$ cat src/rtl/psc_pkg.sv
// package of constants for the front panel switch configuration decoder
package psc_pkg;
   localparam int unsigned CLK_HZ = 125_000_000;
   localparam int unsigned SWITCH_PERIOD_MS = 100;
   localparam int unsigned ENABLE_PERIOD_MS = 1;
   localparam int unsigned SWITCH_PERIOD_CYC = CLK_HZ / 1000 * SWITCH_PERIOD_MS;
   localparam int unsigned ENABLE_PERIOD_CYC = CLK_HZ / 1000 * ENABLE_PERIOD_MS;
   // switch block bit positions, switch n at bit n-1
   localparam int unsigned SW_NODE_LO = 0;
   localparam int unsigned SW_NODE_HI = 3;
   localparam int unsigned SW_HOLD = 4;
   localparam int unsigned SW_TUNE = 6;
   localparam int unsigned SW_ENABLE = 7;
   localparam int unsigned SW_KEYPAD = 8;
   localparam int unsigned SW_SERIAL = 9;
   localparam logic [3:0] NODE_SW_NONE = 4'h0;
   localparam logic [3:0] NODE_SW_ALL = 4'hf;
   localparam logic [3:0] NODE_RESET = 4'h0;
   localparam logic [15:0] TRIM_RESET = 16'h0000;
   // wishbone register byte addresses
   localparam logic [3:0] REG_CTRL = 4'h0;
   localparam logic [3:0] REG_STATUS = 4'h4;
   localparam logic [3:0] REG_NODE = 4'h8;
   localparam logic [3:0] REG_TRIM = 4'hc;
   // control register bits
   localparam int unsigned CTRL_EN_CMD = 0;
   localparam int unsigned CTRL_COMBINED = 1;
   localparam int unsigned CTRL_TRIM_CMD = 2;
   localparam int unsigned CTRL_DEFAULTS_CMD = 3;
   localparam int unsigned CTRL_DISABLE_CMD = 4;
   typedef enum logic [2:0] {
      PSC_TRIM_IDLE = 3'b001,
      PSC_TRIM_MEAS = 3'b010,
      PSC_TRIM_DONE = 3'b100
   } psc_trim_e;
endpackage

$ cat src/rtl/psc_decoder.sv
// front panel switch decoder: node, serial, hold, enable gating, offset trim
`timescale 1ns/10ps
module psc_decoder #(
   parameter int unsigned SWITCH_PERIOD = psc_pkg::SWITCH_PERIOD_CYC,
   parameter int unsigned ENABLE_PERIOD = psc_pkg::ENABLE_PERIOD_CYC
) (
   input wire logic clk_i,
   input wire logic rst_i,
   input wire logic [9:0] front_switch_block_i,
   input wire logic enable_input_i,
   input wire logic [15:0] demand_analog_input_i,
   input wire logic [31:0] wb_adr_i,
   input wire logic [31:0] wb_dat_i,
   input wire logic [3:0] wb_sel_i,
   input wire logic wb_we_i,
   input wire logic wb_cyc_i,
   input wire logic wb_stb_i,
   output logic [31:0] wb_dat_o,
   output logic wb_ack_o,
   output logic wb_err_o,
   output logic [3:0] node_number_o,
   output logic serial_rs485_o,
   output logic factory_restore_o,
   output logic autorun_suppress_o,
   output logic hold_o,
   output logic drive_enable_o,
   output logic [15:0] demand_offset_o,
   output logic [15:0] demand_corrected_o
);
   logic sw_tick;
   logic en_tick;

   psc_tick #(.PERIOD(SWITCH_PERIOD)) u_sw_tick (
      .clk_i(clk_i),
      .rst_i(rst_i),
      .tick_o(sw_tick)
   );

   psc_tick #(.PERIOD(ENABLE_PERIOD)) u_en_tick (
      .clk_i(clk_i),
      .rst_i(rst_i),
      .tick_o(en_tick)
   );

   // ---- startup latch group
   logic started_q, started_d;
   logic [3:0] node_q, node_d;
   logic rs485_q, rs485_d;
   logic restore_q, restore_d;
   logic noauto_q, noauto_d;
   logic [3:0] sw_node;
   logic [3:0] soft_node_q, soft_node_d;

   // bit order reversed so that switch 1 carries the weight of 8
   assign sw_node = {<<{front_switch_block_i[psc_pkg::SW_NODE_HI:psc_pkg::SW_NODE_LO]}};

   always_comb begin
      started_d = 1'b1;
      node_d = node_q;
      rs485_d = rs485_q;
      restore_d = restore_q;
      noauto_d = noauto_q;
      if (!started_q) begin
         // combinations read once on the first edge after reset release
         restore_d = (sw_node == psc_pkg::NODE_SW_ALL)
                   && !front_switch_block_i[psc_pkg::SW_ENABLE];
         noauto_d = front_switch_block_i[psc_pkg::SW_HOLD]
                  && front_switch_block_i[psc_pkg::SW_KEYPAD]
                  && !front_switch_block_i[psc_pkg::SW_ENABLE];
         rs485_d = front_switch_block_i[psc_pkg::SW_SERIAL];
         if (restore_d) begin
            // a factory restore wipes the address rather than latching one
            node_d = psc_pkg::NODE_RESET;
         end else if (sw_node == psc_pkg::NODE_SW_NONE || sw_node == psc_pkg::NODE_SW_ALL) begin
            node_d = soft_node_q;
         end else begin
            node_d = sw_node;
         end
      end else if (restore_q) begin
         node_d = psc_pkg::NODE_RESET;
      end
   end

   always_ff @(posedge clk_i) begin
      if (rst_i) begin
         started_q <= 1'b0;
         node_q <= psc_pkg::NODE_RESET;
         rs485_q <= 1'b0;
         restore_q <= 1'b0;
         noauto_q <= 1'b0;
      end else begin
         started_q <= started_d;
         node_q <= node_d;
         rs485_q <= rs485_d;
         restore_q <= restore_d;
         noauto_q <= noauto_d;
      end
   end

   // ---- sampled switch group (switch 9 feeds only the startup check)
   logic hold_q, hold_d;
   logic sw8_q, sw8_d;
   logic sw8_prev_q, sw8_prev_d;
   logic sw7_q, sw7_d;
   logic sw8_rise_q, sw8_rise_d;
   logic tune_req_q, tune_req_d;

   always_comb begin
      hold_d = hold_q;
      sw8_d = sw8_q;
      sw8_prev_d = sw8_prev_q;
      sw7_d = sw7_q;
      sw8_rise_d = 1'b0;
      tune_req_d = 1'b0;
      if (sw_tick) begin
         hold_d = front_switch_block_i[psc_pkg::SW_HOLD];
         sw7_d = front_switch_block_i[psc_pkg::SW_TUNE];
         sw8_d = front_switch_block_i[psc_pkg::SW_ENABLE];
         sw8_prev_d = sw8_q;
         sw8_rise_d = front_switch_block_i[psc_pkg::SW_ENABLE] && !sw8_q;
         tune_req_d = sw8_q && !front_switch_block_i[psc_pkg::SW_ENABLE]
                    && front_switch_block_i[psc_pkg::SW_TUNE];
      end
   end

   always_ff @(posedge clk_i) begin
      if (rst_i) begin
         hold_q <= 1'b0;
         sw8_q <= 1'b0;
         sw8_prev_q <= 1'b0;
         sw7_q <= 1'b0;
         sw8_rise_q <= 1'b0;
         tune_req_q <= 1'b0;
      end else begin
         hold_q <= hold_d;
         sw8_q <= sw8_d;
         sw8_prev_q <= sw8_prev_d;
         sw7_q <= sw7_d;
         sw8_rise_q <= sw8_rise_d;
         tune_req_q <= tune_req_d;
      end
   end

   // ---- enable input and drive enable group
   logic ein_q, ein_d;
   logic ein_rise_q, ein_rise_d;
   logic ein_fall_q, ein_fall_d;
   logic armed_q, armed_d;
   logic cmd_q, cmd_d;
   logic en_q, en_d;
   logic combined_q, combined_d;
   logic wr_en_cmd, wr_dis_cmd;

   always_comb begin
      ein_d = ein_q;
      ein_rise_d = 1'b0;
      ein_fall_d = 1'b0;
      if (en_tick) begin
         ein_d = enable_input_i;
         ein_rise_d = enable_input_i && !ein_q;
         ein_fall_d = !enable_input_i && ein_q;
      end
      armed_d = armed_q;
      if (ein_rise_q) begin
         armed_d = 1'b1;
      end else if (ein_fall_q || !ein_q) begin
         armed_d = 1'b0;
      end
      cmd_d = cmd_q;
      if (wr_dis_cmd || ein_fall_q || !sw8_q) begin
         cmd_d = 1'b0;
      end
      if (wr_en_cmd) begin
         cmd_d = 1'b1;
      end
      if (combined_q && ((sw8_rise_q && ein_q) || (ein_rise_q && sw8_q))) begin
         cmd_d = 1'b1;
      end
      en_d = sw8_q && armed_q && ein_q && cmd_q && !restore_q;
   end

   always_ff @(posedge clk_i) begin
      if (rst_i) begin
         ein_q <= 1'b0;
         ein_rise_q <= 1'b0;
         ein_fall_q <= 1'b0;
         armed_q <= 1'b0;
         cmd_q <= 1'b0;
         en_q <= 1'b0;
      end else begin
         ein_q <= ein_d;
         ein_rise_q <= ein_rise_d;
         ein_fall_q <= ein_fall_d;
         armed_q <= armed_d;
         cmd_q <= cmd_d;
         en_q <= en_d;
      end
   end

   // ---- offset trim group
   psc_pkg::psc_trim_e trim_q, trim_d;
   logic [15:0] offset_q, offset_d;
   logic [15:0] corr_q, corr_d;
   logic wr_trim_cmd, wr_defaults_cmd;

   always_comb begin
      trim_d = trim_q;
      offset_d = offset_q;
      case (trim_q)
         psc_pkg::PSC_TRIM_IDLE: begin
            if (tune_req_q || wr_trim_cmd) begin
               trim_d = psc_pkg::PSC_TRIM_MEAS;
            end
         end
         psc_pkg::PSC_TRIM_MEAS: begin
            offset_d = demand_analog_input_i;
            trim_d = psc_pkg::PSC_TRIM_DONE;
         end
         psc_pkg::PSC_TRIM_DONE: begin
            trim_d = psc_pkg::PSC_TRIM_IDLE;
         end
         default: begin
            trim_d = psc_pkg::PSC_TRIM_IDLE;
         end
      endcase
      if (wr_defaults_cmd || restore_q) begin
         offset_d = psc_pkg::TRIM_RESET;
      end
      corr_d = demand_analog_input_i - offset_q;
   end

   always_ff @(posedge clk_i) begin
      if (rst_i) begin
         trim_q <= psc_pkg::PSC_TRIM_IDLE;
         offset_q <= psc_pkg::TRIM_RESET;
         corr_q <= psc_pkg::TRIM_RESET;
      end else begin
         trim_q <= trim_d;
         offset_q <= offset_d;
         corr_q <= corr_d;
      end
   end

   // ---- wishbone slave group
   logic ack_q, ack_d;
   logic err_q, err_d;
   logic [31:0] rdat_q, rdat_d;
   logic req;
   logic [3:0] adr;

   assign req = wb_cyc_i && wb_stb_i && !ack_q && !err_q;
   assign adr = wb_adr_i[3:0];
   assign wr_en_cmd = req && wb_we_i && wb_sel_i[0] && adr == psc_pkg::REG_CTRL
                    && wb_dat_i[psc_pkg::CTRL_EN_CMD];
   assign wr_dis_cmd = req && wb_we_i && wb_sel_i[0] && adr == psc_pkg::REG_CTRL
                     && wb_dat_i[psc_pkg::CTRL_DISABLE_CMD];
   assign wr_trim_cmd = req && wb_we_i && wb_sel_i[0] && adr == psc_pkg::REG_CTRL
                      && wb_dat_i[psc_pkg::CTRL_TRIM_CMD];
   assign wr_defaults_cmd = req && wb_we_i && wb_sel_i[0] && adr == psc_pkg::REG_CTRL
                          && wb_dat_i[psc_pkg::CTRL_DEFAULTS_CMD];

   always_comb begin
      ack_d = 1'b0;
      err_d = 1'b0;
      rdat_d = rdat_q;
      combined_d = combined_q;
      soft_node_d = soft_node_q;
      if (restore_q) begin
         combined_d = 1'b0;
         soft_node_d = psc_pkg::NODE_RESET;
      end
      if (req) begin
         rdat_d = 32'h0000_0000;
         if (adr == psc_pkg::REG_CTRL) begin
            ack_d = 1'b1;
            rdat_d[psc_pkg::CTRL_COMBINED] = combined_q;
            if (wb_we_i && wb_sel_i[0]) begin
               combined_d = wb_dat_i[psc_pkg::CTRL_COMBINED];
               if (wb_dat_i[psc_pkg::CTRL_DEFAULTS_CMD]) begin
                  combined_d = 1'b0;
               end
            end
         end else if (adr == psc_pkg::REG_STATUS) begin
            ack_d = 1'b1;
            rdat_d[10:0] = {trim_q != psc_pkg::PSC_TRIM_IDLE, cmd_q, en_q, ein_q,
                            noauto_q, restore_q, rs485_q, sw7_q, sw8_q, hold_q, armed_q};
         end else if (adr == psc_pkg::REG_NODE) begin
            ack_d = 1'b1;
            rdat_d[7:0] = {soft_node_q, node_q};
            if (wb_we_i && wb_sel_i[0]) begin
               soft_node_d = wb_dat_i[7:4];
            end
         end else if (adr == psc_pkg::REG_TRIM) begin
            ack_d = 1'b1;
            rdat_d[15:0] = offset_q;
         end else begin
            err_d = 1'b1;
         end
      end
   end

   always_ff @(posedge clk_i) begin
      if (rst_i) begin
         ack_q <= 1'b0;
         err_q <= 1'b0;
         rdat_q <= 32'h0000_0000;
         combined_q <= 1'b0;
      end else begin
         ack_q <= ack_d;
         err_q <= err_d;
         rdat_q <= rdat_d;
         combined_q <= combined_d;
      end
   end

   // software node value survives a processor reset, cleared only by switch restore
   always_ff @(posedge clk_i) begin
      soft_node_q <= soft_node_d;
   end

   assign wb_dat_o = rdat_q;
   assign wb_ack_o = ack_q;
   assign wb_err_o = err_q;
   assign node_number_o = node_q;
   assign serial_rs485_o = rs485_q;
   assign factory_restore_o = restore_q;
   assign autorun_suppress_o = noauto_q;
   assign hold_o = hold_q;
   assign drive_enable_o = en_q;
   assign demand_offset_o = offset_q;
   assign demand_corrected_o = corr_q;
endmodule

$ cat src/rtl/psc_tick.sv
// free running period tick generator
`timescale 1ns/10ps
module psc_tick #(
   parameter int unsigned PERIOD = 125_000
) (
   input wire logic clk_i,
   input wire logic rst_i,
   output logic tick_o
);
   logic [31:0] cnt_q;
   logic [31:0] cnt_d;
   logic tick_d;
   logic tick_q;

   always_comb begin
      tick_d = 1'b0;
      cnt_d = cnt_q + 32'h0000_0001;
      if (cnt_q == 32'(PERIOD - 1)) begin
         cnt_d = 32'h0000_0000;
         tick_d = 1'b1;
      end
   end

   always_ff @(posedge clk_i) begin
      if (rst_i) begin
         cnt_q <= 32'h0000_0000;
         tick_q <= 1'b0;
      end else begin
         cnt_q <= cnt_d;
         tick_q <= tick_d;
      end
   end

   assign tick_o = tick_q;
endmodule

$ cat config.mk
export PLATFORM = sky130hd
export DESIGN_NAME = psc_decoder
export DESIGN_NICKNAME = d
export VERILOG_FILES = /design/src/rtl/psc_pkg.sv /design/src/rtl/psc_decoder.sv /design/src/rtl/psc_tick.sv
export SDC_FILE = /design/constraint.sdc
export NUM_CORES = 1
export LEC_CHECK = 0
export BUFFER_PORTS_ARGS = -buffer_cell sky130_fd_sc_hd__buf_2
export CAP_MARGIN = 20
export CORE_UTILIZATION = 53
export DETAILED_ROUTE_END_ITERATION = 8
export PLACE_DENSITY_LB_ADDON = 0.08
export REMOVE_ABC_BUFFERS = 1
export SLEW_MARGIN = 20
export SYNTH_ARGS = -nofsm -noshare
export SYNTH_HDL_FRONTEND = slang
export SYNTH_SLANG_ARGS = --single-unit
$ cat constraint.sdc
create_clock -name clk_i -period 3 [get_ports clk_i]
set_input_delay 0.9 -clock clk_i [delete_from_list [all_inputs] [get_ports clk_i]]
set_output_delay 0.9 -clock clk_i [all_outputs]
set_load 0.1 [all_outputs]
# ---- Yosys cells after proc, flatten, opt, wreduce, memory -nomap -nowiden
# Cells that the tools add are included.
dict set report word_totals {
  register_bits 143
  in_bits 100
  output_inout_bits 75
  wordCells 134
}
dict set report op_classes {
  add_sub_neg 3
  n_eq_ne 11
  n_mux 38
  bitwise_logic 3
  reduce_logical 51
}
# cell count
set ops {}
lappend ops {{$add A32 B1 Y32 const B} 2}
lappend ops {{$mux W4} 10}
lappend ops {{$eq A32 B17 Y1 const B} 1}
lappend ops {{$eq A32 B24 Y1 const B} 1}
lappend ops {{$logic_and A1 B1 Y1} 26}
lappend ops {{$mux W1} 20}
lappend ops {{$mux W16} 1}
lappend ops {{$mux W8} 2}
lappend ops {{$sub A16 B16 Y16} 1}
lappend ops {{$mux W14} 1}
lappend ops {{$eq A4 B4 Y1 const B} 3}
lappend ops {{$reduce_or A2 Y1} 6}
lappend ops {{$mux W11} 1}
lappend ops {{$logic_not A4 Y1} 2}
lappend ops {{$logic_not A1 Y1} 7}
lappend ops {{$logic_or A1 B1 Y1} 7}
lappend ops {{$pmux W3 S2} 1}
lappend ops {{$mux W5} 1}
lappend ops {{$reduce_or A5 Y1} 1}
lappend ops {{$eq A4 B3 Y1 const B} 1}
lappend ops {{$eq A3 B1 Y1 const B} 1}
lappend ops {{$eq A3 B2 Y1 const B} 1}
lappend ops {{$mux W3} 1}
lappend ops {{$ne A3 B1 Y1 const B} 1}
lappend ops {{5 further kinds} 7}

# ---- Longest topological paths before layout
# Gate-level depths: netlist of run 1.
dict set report logic_depth {
  depth_word 12
  mapped_depth 9
  mapped_depth_nobuf 9
}

# ---- By module
# A second synthesis of run 1 with hierarchy kept.
dict set report unflattened {
  hier_cells 817
  hier_area_um2 7040.5
}
# mod n_inst cells_per_inst area_per_inst_um2
set modules_own_cells {}
lappend modules_own_cells {psc_decoder 1 451 3861.2}
lappend modules_own_cells {{psc_tick (u_en_tick)} 1 180 1600.3}
lappend modules_own_cells {{psc_tick (u_sw_tick)} 1 186 1579.0}

# ---- Least setup slack after synthesis of run 1
# No wires, ideal clock.
dict set report synth_path {
  path_type {flip-flop to flip-flop}
  startpoint {register offset_q[1] (netlist: demand_offset_o[1])}
  endpoint {register corr_q[13] (netlist: demand_corrected_o[13])}
  setup_ns 0.121
  t_arrival_ns 2.681
  setup_slack_ns 0.198
  path_stages_with_launch 9
  path_cell_list {dfxtp_1 > inv_1 > ha_1 > nor2b_1 > o31a_1 > a211oi_1 > a21oi_1 > o22ai_1 > mux2_2}
}
dict set report synth_between {
  elab_chain_cells 1
}
# item line
set synth_rtl {}
lappend synth_rtl {{start, declared} psc_decoder.sv:202} ;# logic [15:0] offset_q, offset_d;
lappend synth_rtl {{start signal, assigned} psc_decoder.sv:235} ;# offset_q <= psc_pkg::TRIM_RESET;
lappend synth_rtl {{start signal, assigned} psc_decoder.sv:239} ;# offset_q <= offset_d;
lappend synth_rtl {{$sub A16 B16 Y16} psc_decoder.sv:229} ;# corr_d = demand_analog_input_i - offset_q;
lappend synth_rtl {{end signal, assigned} psc_decoder.sv:236} ;# corr_q <= psc_pkg::TRIM_RESET;
lappend synth_rtl {{end signal, assigned} psc_decoder.sv:240} ;# corr_q <= corr_d;
lappend synth_rtl {{end, declared} psc_decoder.sv:203} ;# logic [15:0] corr_q, corr_d;
# Every way passes these cells.
# A chain may end at the register's enable or synchronous reset.

# ---- Worst setup path after layout of run 1
dict set report layout_path {
  startpoint {input demand_analog_input_i[1]}
  endpoint {register corr_q[13] (netlist: demand_corrected_o[13])}
}
dict set report layout_between {
  elab_chain_cells 1
}
# item line
set layout_rtl {}
lappend layout_rtl {{start, declared} psc_decoder.sv:11} ;# input wire logic [15:0] demand_analog_input_i,
lappend layout_rtl {{$sub A16 B16 Y16} psc_decoder.sv:229}
# Every way passes these cells.

==> results of run 1 <==
[area by class of cell]
cell class / instances / area (um^2) / share of cell area [%]
diodes: 1 / 2.50 / 0.0313
well taps: 168 / 210 / 2.63
repair buffers: 116 / 616 / 7.71
clock buffers: 17 / 425 / 5.33
clock inverters: 15 / 195 / 2.44
inverters: 31 / 116 / 1.46
flip-flops and latches: 143 / 2860 / 35.8
multi-input cells: 609 / 3560 / 44.6
[registers in the layout, summed over array words and instances, names as in the netlist, 3 cells and up]
signal / cells
demand_corrected_o: 16
demand_offset_o: 16
node_number_o: 4
soft_node_q: 4
trim_q: 3
u_en_tick.cnt_q: 32
u_sw_tick.cnt_q: 32
wb_dat_o: 16
[through the flow]
step | power (uW) | cell area [um^2] | instances | hold slack [ps] | worst slack [ps]
detailed placement | 2540 | 7360 | 1067 | 445 | 50.4
global route | 4880 | 7990 | 1099 | 478 | 342
finish | 4710 | 7990 | 1100 | 449 | 407
global placement | 2530 | 7360 | 1067 | 422 | 65.5
CTS | 4750 | 7990 | 1099 | 453 | 488
floorplan | 2400 | 6540 | 783 | 413 | 168
[power by group]
group / internal (uW) / switching [uW]
Combinational: 122 / 429
Sequential: 1930 / 18.6
Clock: 1380 / 824
Total: 3440 / 1270
[worst paths after layout]
check                                  startpoint  slack [ps]                           endpoint
hold / removal          wb_dat_o[12]$_SDFFE_PP0N_         450          wb_dat_o[12]$_SDFFE_PP0N_
setup / recovery         demand_analog_input_i[1]         410  demand_corrected_o[13]$_SDFF_PP0_
setup reg to reg  demand_offset_o[1]$_SDFFE_PP0P_         500  demand_corrected_o[13]$_SDFF_PP0_
hold reg to reg         wb_dat_o[12]$_SDFFE_PP0N_         450          wb_dat_o[12]$_SDFFE_PP0N_
[cells in the mapped netlist (3+ instances only)]
cell type / count / area share (%)
inv_1: 30 / 1.7
nor4bb_1: 4 / 0.60
nor3_1: 20 / 1.5
nor2_2: 4 / 0.37
a211oi_1: 5 / 0.56
nand3b_1: 5 / 0.56
nand3_1: 35 / 2.6
clkbuf_1: 18 / 1.0
nand4_1: 11 / 1.0
mux2_2: 11 / 1.8
xnor2_1: 32 / 4.2
dfxtp_1: 143 / 43
or3_1: 7 / 0.65
nand2_1: 95 / 5.3
buf_4: 17 / 1.9
mux2i_1: 5 / 0.75
o21ai_0: 29 / 2.2
xor2_1: 28 / 3.7
nand2b_1: 6 / 0.56
nor2_1: 124 / 6.9
and3_1: 11 / 1.0
and2_1: 6 / 0.56
a22oi_1: 8 / 0.89
a21oi_1: 60 / 4.5
ha_1: 17 / 3.2
nor4_1: 11 / 1.0
nor2b_1: 8 / 0.75
buf_1: 5 / 0.28
nor4_2: 3 / 0.56
o21a_1: 7 / 0.78
and4_1: 7 / 0.91
nor4b_1: 4 / 0.52
[logic make-up after synthesis]
group	Yosys count	synth area share (%)
simple gates	372	26.9
flops	143	42.6
compound gates	126	11.0
buf+inv	74	5.23
xor+xnor	60	7.82
fa+ha+maj	18	3.46
mux	17	2.92
other cells	1	0.0558
[layer usage]
metal,wire length [um],up-vias
met5,13,-
met4,391,2
met3,754,29
met2,7880,153
met1,6630,2747
li1,-,2961
[worst max-delay path, cell delays in order]
cell,delay (ps)
buf_2,120
ha_1,270
nor2b_1,140
o31a_1,280
a211oi_1,370
buf_4,190
a21oi_1,110
o22ai_1,160
mux2_2,350
==> flow_summary.json, run 1 <==
{
  "grt.met3_usage_pct": 5.03,
  "hold_viol": 0,
  "grt_pass1_vias": 5568,
  "cts_inserted_buffers": 17,
  "max_slew_margin_pct": 58.8,
  "clk_latency_ps": 420,
  "final_common_cell": "dfxtp_1",
  "reg2reg_depth": 9,
  "use_met2_pct": 44.7,
  "finalCoreUtilization_pct": 65.7,
  "arrival_ps": 2900,
  "maxCapViolCount": 0,
  "critPathRequiredTime_ps": 3310,
  "outcome": "complete, no violations",
  "nFillCells": 1071,
  "route.detailed.drc": 0,
  "synth_cell_types": 58,
  "synth_area_per_cell_um2": 8.28,
  "peakVddDrop_mv": 0.345,
  "cp-start-kind": "input port",
  "die_y_um": 115,
  "use_met1_pct": 29.4,
  "routedWlPerCell_um": 14.2,
  "syn_inst": 811,
  "cts_tree": "built",
  "pin_count": 175,
  "cts_resized": 0,
  "io_buffers": 102,
  "htreeDepth": 4,
  "cts.clk_slew.worst_paths_ps": 60,
  "finalMaxSlewViolations": 0,
  "routed_wl_mm": 15.7,
  "antenna_left": 0,
  "core-area_mm2": 0.0122,
  "start_util_pct": 55.2,
  "ys_seq_elements": 143,
  "num_vias": 5892,
  "crit_type": "in -> reg",
  "antenna_found_initial": 1,
  "finalCriticalPeriod_ps": 2590,
  "seq_area_frac_synth_pct": 42.6,
  "clockBufferDepth": 2,
  "grt_overflow_total": 0,
  "netlist_area_mm2": 0.00672,
  "ys.flop_type": "dfxtp_1",
  "min_path_type": "reg -> reg",
  "synth-edff-count": 0,
  "p_leak_uw": 0.00316,
  "clkSinkCount": 143,
  "synthToLayoutAreaGrowth_pct": 18.9,
  "grtUsageTotal_pct": 25.2,
  "fin_setup_tns_ps": 0,
  "clockRootBuffer": "clkbuf_16",
  "rows": 40,
  "grt_max_degree": 42,
  "grt_pass1_wl_mm": 26.0,
  "hold_path_depth": 2,
  "post_cts_buffers": 0,
  "fin_skew_ps": 5.55,
  "firstDrtPassIters": 5,
  "synth_warnings": 0,
  "powerDensity_mw_per_mm2": 590,
  "viasPerCell": 5.36,
  "worstMarginPinSlew_ps": 618,
  "gp_congestion": 0.942,
  "drt_iter0_drc": 287,
  "busiest_layer": "met2",
  "dieArea_mm2": 0.0131,
  "setup_viol": 0,
  "post-dp-hpwl_mm": 11.4,
  "cp-end-kind": "flop",
  "drive_gt1_share_pct": 19.1,
  "fmax_mhz": 386,
  "nets": 1036,
  "synthArstFlopShare_pct": 0,
  "die_x_um": 115,
  "worstPathMaxFanout": 3,
  "layout_common_cells": "dfxtp_1, nor2_1, buf_2, nand2_1, a21oi_1",
  "period_share_pct": 86.4,
  "ctsHoldBuffers": 0,
  "rsz0062_at_grt": "false"
}
Note: power is estimated with default switching activity, not from simulation.
==> run 2, diff against run 1 <==
Settings changed: BUFFER_PORTS_ARGS -buffer_cell sky130_fd_sc_hd__buf_2 to unset, CORE_UTILIZATION 53 to 55, DONT_BUFFER_PORTS set to 1.
==> flow_summary.json, run 2 (same netlist as run 1, synthesis figures left out) <==
{
  "htreeDepth": 4,
  "grt_overflow_total": 0,
  "holdPathEnd": "u_sw_tick.cnt_q[0]$_SDFF_PP0_",
  "start_util_pct": 57.6,
  "rsz0062_at_grt": "false",
  "arrival_ps": 2830,
  "cts_resized": 0,
  "post-dp-hpwl_mm": 11.0,
  "core-area_mm2": 0.0117,
  "antenna_left": 0,
  "cts.clk_slew.worst_paths_ps": 60,
  "peakVddDrop_mv": 0.432,
  "hold_viol": 0,
  "cts_inserted_buffers": 17,
  "fin_setup_tns_ps": 0,
  "max_slew_margin_pct": 35.6,
  "io_buffers": 0,
  "cp-start-kind": "input port",
  "grtUsageTotal_pct": 25.5,
  "pin_count": 175,
  "die_y_um": 113,
  "num_vias": 5683,
  "final_cell_count_no_fill": 1015,
  "setup_ws_ps": 453,
  "setup_viol": 0,
  "place_inst": 983,
  "dieArea_mm2": 0.0127,
  "fin_skew_ps": 4.56,
  "grt_pass1_vias": 5539,
  "routedWlPerCell_um": 15.2,
  "r2r_end": "demand_corrected_o[13]$_SDFF_PP0_",
  "ff2ff_setup_slack_ps": 640,
  "grt_pass1_wl_mm": 25.5,
  "synthToLayoutAreaGrowth_pct": 15.4,
  "drive_gt1_share_pct": 13.5,
  "route.detailed.drc": 0,
  "clockBufferDepth": 2,
  "rows": 39,
  "dpl-instance-area_mm2": 0.00715,
  "critPathLaunch": "demand_analog_input_i[0]",
  "clkSinkCount": 143,
  "hold_path_depth": 1,
  "finalCriticalPeriod_ps": 2550,
  "antenna_cells": 0,
  "clockRootBuffer": "clkbuf_16",
  "clk_latency_ps": 430,
  "antenna_found_initial": 0,
  "p_leak_uw": 0.00292,
  "finalMaxSlewViolations": 0,
  "crit_type": "in -> reg",
  "period_share_pct": 84.9,
  "worstPathMaxFanout": 3,
  "maxCapViolCount": 0,
  "die_x_um": 113,
  "drt_iter0_drc": 298,
  "firstDrtPassIters": 4,
  "finalInstanceArea_mm2": 0.00775,
  "routed_wl_mm": 15.5,
  "cts_tree": "built",
  "layout_common_cells": "dfxtp_1, nor2_1, nand2_1, a21oi_1, buf_4",
  "viasPerCell": 5.60,
  "final_common_cell": "dfxtp_1",
  "gp_congestion": 0.881,
  "fmax_mhz": 393,
  "powerDensity_mw_per_mm2": 589,
  "grt_max_degree": 69,
  "critPathRequiredTime_ps": 3280,
  "reg2reg_from": "demand_offset_o[1]$_SDFFE_PP0P_",
  "nets": 977,
  "ctsHoldBuffers": 0,
  "worstMarginPinSlew_ps": 965,
  "pre_cts_slack_ps": 49.1,
  "cp-end-kind": "flop",
  "post_cts_buffers": 0,
  "top_regs": "u_en_tick.cnt_q: 32 flops, u_sw_tick.cnt_q: 32 flops",
  "hold-worst-slack_ps": 443,
  "min_path_type": "reg -> reg",
  "outcome": "complete, no violations",
  "min_from": "u_sw_tick.cnt_q[0]$_SDFF_PP0_",
  "reg2reg_depth": 9
}
## run 2: cell types whose count changed in the layout (fill, tap and decap cells not counted), sizes merged
cell	previous run	this run
buf	116	57
bufinv	4	2
clkbuf	17	23
clkinv	6	4
clkinvlp	5	3
diode	1	0
## run 2: final cells by class
| class | instances | area [um^2] |
|---|---|---|
| fillers | 996 | 3910 |
| multi-input cells | 609 | 3560 |
| flip-flops and latches | 143 | 2860 |
| clock buffers | 23 | 498 |
| repair buffers | 57 | 428 |
| well taps | 143 | 179 |
| inverters | 31 | 116 |
| clock inverters | 9 | 106 |
## run 2: metal layers
layer | GRT usage (%) | up-vias | wire length (um)
li1 | - | 2839 | -
met1 | 27.8 | 2667 | 6420
met2 | 45.5 | 143 | 7790
met3 | 8.10 | 34 | 905
met4 | 10.8 | 0 | 344
met5 | 0 | - | 0
## run 2: per-stage QoR
stage	utilization, %	power [uW]
final	66.5	4570
after global routing	66.5	4730
after CTS	66.5	4600
after detailed placement	61.3	2470
after global placement	61.3	2470
after floorplan	-	2400
## run 2: worst max path at each step
stage	endpoint	slack (ps)	depth (start not counted)
CTS	demand_corrected_o[12]$_SDFF_PP0_	500	9
global route	demand_corrected_o[12]$_SDFF_PP0_	380	9
detailed placement	demand_corrected_o[12]$_SDFF_PP0_	50	9
global placement	demand_corrected_o[12]$_SDFF_PP0_	170	9
floorplan	demand_offset_o[0]$_SDFFE_PP0P_	170	5
finish	demand_corrected_o[12]$_SDFF_PP0_	450	9
## run 2: worst max-delay path, stage by stage
cell and delay [ps]:
inv_1 20, ha_1 210, fa_1 380, nor2b_1 180, o31a_1 180, o22ai_1 150
o21ai_0 400, mux2i_1 240, o311ai_0 150
## run 2: power by group
| group | switching, uW | internal (uW) |
|---|---|---|
| Combinational | 297 | 97.6 |
| Sequential | 106 | 1930 |
| Clock | 801 | 1330 |
